[config.mk]
export PLATFORM = sky130hd
export DESIGN_NAME = edm_monitor
export DESIGN_NICKNAME = d
export VERILOG_FILES = /design/src/verilog/edm_pkg.sv /design/src/verilog/edm_monitor.sv
export VERILOG_INCLUDE_DIRS = /design/src /design/src/verilog
export SDC_FILE = /design/constraint.sdc
export NUM_CORES = 1
export LEC_CHECK = 0
export BUFFER_PORTS_ARGS = -buffer_cell sky130_fd_sc_hd__buf_2
export CAP_MARGIN = 20
export CELL_PAD_IN_SITES_DETAIL_PLACEMENT = 1
export CELL_PAD_IN_SITES_GLOBAL_PLACEMENT = 1
export CORE_ASPECT_RATIO = 2
export CORE_MARGIN = 1.5
export CORE_UTILIZATION = 30
export DETAILED_ROUTE_END_ITERATION = 10
export GPL_ROUTABILITY_DRIVEN = 1
export HOLD_SLACK_MARGIN = 0.1
export MAX_ROUTING_LAYER = met4
export PLACE_DENSITY_LB_ADDON = 0.05
export REMOVE_ABC_BUFFERS = 1
export SLEW_MARGIN = 15
export SYNTH_ARGS = -nofsm -noshare
export SYNTH_HDL_FRONTEND = slang
export SYNTH_SLANG_ARGS = --single-unit
[constraint.sdc]
create_clock -name clk_i -period 2.1 [get_ports clk_i]
set_clock_uncertainty 0.2 [all_clocks]
set_input_delay 0.21 -clock clk_i [delete_from_list [all_inputs] [get_ports clk_i]]
set_output_delay 0.21 -clock clk_i [all_outputs]
set_load 0.01 [all_outputs]
[src/verilog/edm_regs.svh]
`ifndef EDM_REGS_SVH
`define EDM_REGS_SVH
`define EDM_OFF_MISSED 16'h1020
`define EDM_OFF_WDOG 16'h1024
`define EDM_OFF_TXDESC 16'h1048
`define EDM_OFF_RXDESC 16'h104c
`define EDM_OFF_TXBUF 16'h1050
`define EDM_OFF_RXBUF 16'h1054
`define EDM_OFF_INT_STAT 16'h1100
`define EDM_OFF_INT_MASK 16'h1104
`define EDM_FIFO_CNT_LSB 17
`define EDM_FIFO_CNT_MSB 27
`define EDM_NOBUF_CNT_MSB 15
`define EDM_WDOG_MSB 7
`define EDM_WDOG_UNIT 8
`define EDM_RST_WORD 32'h0000_0000
`define EDM_INT_RX_DONE 0
`define EDM_INT_NOBUF 1
`define EDM_INT_FIFO_DROP 2
`endif

[src/verilog/edm_pkg.sv]
package edm_pkg;
    typedef struct packed {
        logic [15:0] addr;
        logic [31:0] wdata;
        logic [3:0] be;
        logic wr;
        logic rd;
    } edm_bus_t;

    typedef struct packed {
        logic [31:0] tx_desc;
        logic [31:0] rx_desc;
        logic [31:0] tx_buf;
        logic [31:0] rx_buf;
    } edm_ptrs_t;

    typedef enum logic [1:0] {
        EDM_IDLE,
        EDM_WAIT
    } edm_wd_state_t;
endpackage : edm_pkg

[src/verilog/edm_monitor.sv]
// The implementer's own choice: strobed register access.
`timescale 1ns/1ps
`include "edm_regs.svh"
module edm_monitor (
    input wire logic clk_i,
    input wire logic rst_n_i,
    input wire edm_pkg::edm_bus_t bus_i,
    output logic [31:0] rdata_o,
    input wire logic fifo_drop_i,
    input wire logic nobuf_flush_i,
    input wire logic rx_frame_done_i,
    input wire logic delayed_interrupt_request_i,
    input wire logic normal_interrupt_summary_enable_i,
    input wire logic ptr_tx_desc_we_i,
    input wire logic ptr_rx_desc_we_i,
    input wire logic ptr_tx_buf_we_i,
    input wire logic ptr_rx_buf_we_i,
    input wire edm_pkg::edm_ptrs_t ptr_i,
    output logic receive_complete_status_o,
    output logic irq_o
);
    logic [10:0] fifo_dropped_frame_count_ff;
    logic [15:0] no_buffer_missed_frame_count_ff;
    logic [7:0] rx_status_delay_value_ff;
    edm_pkg::edm_ptrs_t ptr_ff;
    edm_pkg::edm_wd_state_t wd_state_ff;
    logic [15:0] wd_cnt_ff;
    logic [2:0] int_stat_ff;
    logic [2:0] int_mask_ff;
    logic rx_status_set;
    logic rd_missed;

    // write hit decode
    function automatic logic hit_wr(input edm_pkg::edm_bus_t b, input logic [15:0] off);
        return b.wr && (b.addr == off);
    endfunction : hit_wr

    assign rd_missed = bus_i.rd && (bus_i.addr == `EDM_OFF_MISSED);

    // fifo drop counter, clear on read, event wins over clear
    always_ff @(posedge clk_i)
    begin
        if (!rst_n_i)
        begin
            fifo_dropped_frame_count_ff <= '0;
        end
        else if (rd_missed)
        begin
            fifo_dropped_frame_count_ff <= {10'h000, fifo_drop_i};
        end
        else if (fifo_drop_i)
        begin
            fifo_dropped_frame_count_ff <= fifo_dropped_frame_count_ff + 11'h001;
        end
    end

    // no-buffer counter
    always_ff @(posedge clk_i)
    begin
        if (!rst_n_i)
        begin
            no_buffer_missed_frame_count_ff <= '0;
        end
        else if (rd_missed)
        begin
            no_buffer_missed_frame_count_ff <= {15'h0000, nobuf_flush_i};
        end
        else if (nobuf_flush_i)
        begin
            no_buffer_missed_frame_count_ff <= no_buffer_missed_frame_count_ff + 16'h0001;
        end
    end

    // watchdog value register; reserved bits ignored
    always_ff @(posedge clk_i)
    begin
        if (!rst_n_i)
        begin
            rx_status_delay_value_ff <= '0;
        end
        else if (hit_wr(bus_i, `EDM_OFF_WDOG) && bus_i.be[0])
        begin
            rx_status_delay_value_ff <= bus_i.wdata[`EDM_WDOG_MSB:0];
        end
    end

    // live pointers loaded by the dma engines
    always_ff @(posedge clk_i)
    begin
        if (!rst_n_i)
        begin
            ptr_ff <= '0;
        end
        else
        begin
            if (ptr_tx_desc_we_i)
            begin
                ptr_ff.tx_desc <= ptr_i.tx_desc;
            end
            if (ptr_rx_desc_we_i)
            begin
                ptr_ff.rx_desc <= ptr_i.rx_desc;
            end
            if (ptr_tx_buf_we_i)
            begin
                ptr_ff.tx_buf <= ptr_i.tx_buf;
            end
            if (ptr_rx_buf_we_i)
            begin
                ptr_ff.rx_buf <= ptr_i.rx_buf;
            end
        end
    end

    // receive status watchdog: delay value*256 cycles when requested
    always_ff @(posedge clk_i)
    begin
        if (!rst_n_i)
        begin
            wd_state_ff <= edm_pkg::EDM_IDLE;
            wd_cnt_ff <= '0;
        end
        else
        begin
            unique case (wd_state_ff)
                edm_pkg::EDM_IDLE:
                begin
                    if (rx_frame_done_i && delayed_interrupt_request_i
                        && (rx_status_delay_value_ff != 8'h00))
                    begin
                        wd_state_ff <= edm_pkg::EDM_WAIT;
                        wd_cnt_ff <= {rx_status_delay_value_ff, 8'h00} - 16'h0001;
                    end
                end
                edm_pkg::EDM_WAIT:
                begin
                    if (wd_cnt_ff == 16'h0000)
                    begin
                        wd_state_ff <= edm_pkg::EDM_IDLE;
                    end
                    else
                    begin
                        wd_cnt_ff <= wd_cnt_ff - 16'h0001;
                    end
                end
                default:
                begin
                    wd_state_ff <= edm_pkg::EDM_IDLE;
                end
            endcase
        end
    end

    // immediate when idle and no delay requested or value zero; a frame done while waiting sets no status
    assign rx_status_set = (wd_state_ff == edm_pkg::EDM_WAIT && wd_cnt_ff == 16'h0000)
        || (wd_state_ff == edm_pkg::EDM_IDLE && rx_frame_done_i
            && (!delayed_interrupt_request_i || rx_status_delay_value_ff == 8'h00));

    // sticky status, set beats write-one clear
    always_ff @(posedge clk_i)
    begin
        if (!rst_n_i)
        begin
            int_stat_ff <= '0;
        end
        else
        begin
            int_stat_ff <= (int_stat_ff & ~((hit_wr(bus_i, `EDM_OFF_INT_STAT) && bus_i.be[0])
                ? bus_i.wdata[2:0] : 3'h0))
                | {fifo_drop_i, nobuf_flush_i, rx_status_set};
        end
    end

    // interrupt mask
    always_ff @(posedge clk_i)
    begin
        if (!rst_n_i)
        begin
            int_mask_ff <= '0;
        end
        else if (hit_wr(bus_i, `EDM_OFF_INT_MASK) && bus_i.be[0])
        begin
            int_mask_ff <= bus_i.wdata[2:0];
        end
    end

    // outputs registered
    always_ff @(posedge clk_i)
    begin
        if (!rst_n_i)
        begin
            receive_complete_status_o <= 1'b0;
            irq_o <= 1'b0;
        end
        else
        begin
            receive_complete_status_o <= int_stat_ff[`EDM_INT_RX_DONE];
            irq_o <= ((int_stat_ff[2:1] & int_mask_ff[2:1]) != 2'h0)
                || (int_stat_ff[0] && int_mask_ff[0]
                    && normal_interrupt_summary_enable_i);
        end
    end

    // read data one cycle later; unmapped reads zero
    always_ff @(posedge clk_i)
    begin
        if (!rst_n_i)
        begin
            rdata_o <= `EDM_RST_WORD;
        end
        else if (bus_i.rd)
        begin
            unique case (bus_i.addr)
                `EDM_OFF_MISSED:
                    rdata_o <= {4'h0, fifo_dropped_frame_count_ff, 1'b0,
                                no_buffer_missed_frame_count_ff};
                `EDM_OFF_WDOG: rdata_o <= {24'h00_0000, rx_status_delay_value_ff};
                `EDM_OFF_TXDESC: rdata_o <= ptr_ff.tx_desc;
                `EDM_OFF_RXDESC: rdata_o <= ptr_ff.rx_desc;
                `EDM_OFF_TXBUF: rdata_o <= ptr_ff.tx_buf;
                `EDM_OFF_RXBUF: rdata_o <= ptr_ff.rx_buf;
                `EDM_OFF_INT_STAT: rdata_o <= {29'h0000_0000, int_stat_ff};
                `EDM_OFF_INT_MASK: rdata_o <= {29'h0000_0000, int_mask_ff};
                default: rdata_o <= `EDM_RST_WORD;
            endcase
        end
        else
        begin
            rdata_o <= `EDM_RST_WORD;
        end
    end

    // helper: cycles spent waiting since the delayed frame was taken
    logic [15:0] dly_age_ff;
    logic [7:0] dly_val_ff;
    always_ff @(posedge clk_i)
    begin
        if (!rst_n_i)
        begin
            dly_age_ff <= '0;
            dly_val_ff <= '0;
        end
        else if (wd_state_ff == edm_pkg::EDM_IDLE)
        begin
            dly_age_ff <= 16'h0001;
            dly_val_ff <= rx_status_delay_value_ff;
        end
        else
        begin
            dly_age_ff <= dly_age_ff + 16'h0001;
        end
    end
endmodule : edm_monitor

==> impl_metrics.env <==
export IMPL_max_stage_delay_ps=550
export IMPL_worstHoldPathCells=6
export IMPL_antenna_found_initial=1
export IMPL_cp_depth=8
export IMPL_floorplan_initialDensity_pct=30.5
export IMPL_fmax_mhz=493
export IMPL_grt_pass1_wl_um=58000
export IMPL_p_per_area_nw_per_um2=652
export IMPL_cts_buffer_depth=3
export IMPL_setup_tns_ps=0
export IMPL_rr_worst_depth=5
export IMPL_cts_root_buf="clkbuf_16"
export IMPL_clkTransAtPathRegs_ps=60
export IMPL_cp_required_ps=2350
export IMPL_cp_top_family="buffers and inverters"
export IMPL_dieWidth_um=129
export IMPL_ys_ff_latch=220
export IMPL_critPathKind="in2reg"
export IMPL_vias_per_cell=4.84
export IMPL_async_reset_ff_share_pct=0
export IMPL_placed_area_um2=11600
export IMPL_slowest_stage="dlygate4sd3_1"
export IMPL_p_leak_nw=6.46
export IMPL_ys_warn_count=0
export IMPL_drive_gt1_share_pct=24.7
export IMPL_startpoint_type="primary input"
export IMPL_final_common_cell="dlygate4sd3_1"
export IMPL_syn_cell_area_um2=9450
export IMPL_dieHeight_um=254
export IMPL_synth_flop_cell="dfxtp_1"
export IMPL_core_area_um2=31000
export IMPL_grt_max_degree=61
export IMPL_drt_iter0_markers=371
export IMPL_portBuffers=199
export IMPL_vias=9544
export IMPL_crit_chain="dlygate4sd3_1 > buf_2 > nor4bb_2 > nand2_1 > buf_4 > or3_1 > a21o_1 > a31oi_1"
export IMPL_avgSynthCellArea_um2=9.44
export IMPL_fp_row_count=91
export IMPL_maxCapViolCount=0
export IMPL_fillerInstances=3593
export IMPL_track_usage_pct=23.8
export IMPL_slew_viol_final=0
export IMPL_setup_violations=0
export IMPL_cp_max_fo=4
export IMPL_synthCells=1001
export IMPL_crit_path_end_kind="flip-flop"
export IMPL_drt_total_wl_um=37400
export IMPL_synth_edf_count=0
export IMPL_cts_tree="done"
export IMPL_clock_latency_ps=520
export IMPL_hold_path_class="in2reg"
export IMPL_timing_critical_path_buf_inv=3
export IMPL_hold_viol=0
export IMPL_grt_pass1_vias=10700
export IMPL_synthDistinctLibCells=60
export IMPL_seq_area_frac_synth_pct=46.6
export IMPL_cts_buffers=23
export IMPL_ios=227
export IMPL_slew_headroom_pct=53.6
export IMPL_cts_htree_levels=1
export IMPL_crit_arrival_ps=2280
export IMPL_areaGrowthSynthToFinish_pct=61.8
export IMPL_gr_total_overflow=0
export IMPL_gp_congestion=0.814
export IMPL_ir_drop_v=0.000636
export IMPL_detail_route_wl_per_cell_um=18.9
export IMPL_hpwl_um=25000
export IMPL_die_area_um2=32700
export IMPL_min_period_ps=2030
export IMPL_worst_pin_slew_ps=695
export IMPL_num_nets_final=1737
export IMPL_postRouteAntennaNets=0
export IMPL_clock_sinks=220
export IMPL_status="complete, no violations"
export IMPL_fin_crit_sh_pct=96.6
export IMPL_firstDrtPassIters=7
export IMPL_final_cell_mix="288 x dlygate4sd3_1, 218 x dfxtp_1, 199 x buf_2"
export IMPL_rsz0062_at_grt="true"
export IMPL_fin_area_um2=15300
export IMPL_route_detailed_drc=0
-- worst register-to-register path, cell delays in order (launching register included) --
cell	delay, ps
dfxtp_1	370
or4_1	580
nor4_2	180
xnor2_1	220
nor2_1	80
o31a_1	280
-- metrics by stage --
| step | setup WS [ps] | utilization (%) | total power [mW] | std cells | hold WS, ps |
|---|---|---|---|---|---|
| final | 71.8 | 49.4 | 9.97 | 1973 | 115 |
| after global routing | -3.89 | 49.4 | 10.4 | 1972 | 126 |
| after floorplan | -1520 | - | 4.83 | 935 | 127 |
| after CTS | 5.23 | 49.1 | 10.1 | 1969 | 107 |
| after detailed placement | -167 | 37.4 | 5.29 | 1642 | 252 |
| after global placement | -140 | 37.4 | 5.27 | 1642 | 243 |
-- cell usage after synthesis, types with 3 or more instances --
master,n,area (um^2)
dfxtp_1,220,4400
nor2_1,192,721
mux2i_1,142,1420
clkbuf_1,49,184
nand2_1,43,161
a21oi_1,42,210
a222oi_1,27,270
mux2_2,26,293
nand3_1,25,125
xor2_1,20,175
inv_1,16,60.1
nand4_1,15,93.8
nor3_1,15,75.1
xnor2_1,15,131
o21ai_0,14,70.1
buf_1,13,48.8
and3_1,10,62.6
a22oi_1,8,60.1
nor2b_1,6,37.5
o31a_1,6,52.6
or3_1,6,37.5
a31oi_1,5,31.3
ha_1,5,62.6
o21a_1,5,37.5
o31ai_1,5,37.5
or2_2,5,31.3
a2bb2oi_1,4,35.0
buf_2,4,20.0
nand3b_1,4,30.0
or4_1,4,30.0
a21boi_0,3,22.5
a21o_1,3,22.5
a221oi_1,3,26.3
and2_1,3,18.8
and4_1,3,26.3
nand2b_1,3,18.8
nor4_1,3,18.8
nor4b_1,3,26.3
-- report_power, final --
group / switching [mW] / internal [mW]
logic: 0.487 / 0.797
registers: 0.0993 / 4.33
clock network: 1.78 / 2.48
-- worst paths after layout --
kind,start,slack (ps),to
hold / removal,bus_i[48],120,rdata_o[1]
hold reg to reg,ptr_ff[19],260,rdata_o[19]
setup reg to reg,rx_status_delay_value_ff[2],80,wd_cnt_ff[15]
setup / recovery,bus_i[46],70,rdata_o[1]
-- what timing repair did --
| item | in CTS | in global routing |
|---|---|---|
| hold buffers | 288 | 0 |
| pin swaps | 0 | 5 |
| gates cloned | 0 | 0 |
| buffers inserted | 0 | 2 |
| resized for setup | 1 | 17 |
| setup endpoints to repair | 6 | 39 |
| endpoints found under the hold margin | 169 | 0 |
-- kinds of logic (layout without fill, tap and decap cells) --
kind of cell / count (synthesis) / in the layout / synth area share, %
AO/OA/AOI/OAI: 140 / 140 / 10.7
XOR/XNOR: 35 / 35 / 3.24
flip-flops: 220 / 220 / 46.6
adder cells (fa/ha/maj): 5 / 5 / 0.662
multiplexers: 168 / 168 / 18.1
other: 0 / 2 / 0
AND/OR/NAND/NOR: 351 / 351 / 17.3
buffers and inverters: 82 / 634 / 3.31
-- sequential cells by signal, indices dropped and copies added (netlist names) --
signal                           count
ptr_ff                             128
rdata_o                             32
no_buffer_missed_frame_count_ff     16
wd_cnt_ff                           16
fifo_dropped_frame_count_ff         11
rx_status_delay_value_ff             8
int_mask_ff                          3
int_stat_ff                          3
irq_o                                1
receive_complete_status_o            1
wd_state_ff                          1
-- per-layer routing --
metal / GRT usage, % / share of wire [%] / up-vias
met5: - / 0 / -
li1: - / - / 4631
met1: 22.7 / 35 / 4686
met4: 7.87 / 2.8 / 0
met2: 48.4 / 59 / 168
met3: 2.42 / 2.6 / 59
-- area by class of cell --
cell class,instances,area [um^2],share of cell area [%]
sequential,220,4410,28.8
clock inverter,8,118,0.769
timing repair buffer,579,4730,30.9
tap,418,523,3.42
multi-input combinational,699,4820,31.5
clock buffer,31,636,4.15
antenna,2,5.00,0.0327
inverter,16,62.6,0.409
Power figures use the tool's default switching activity.
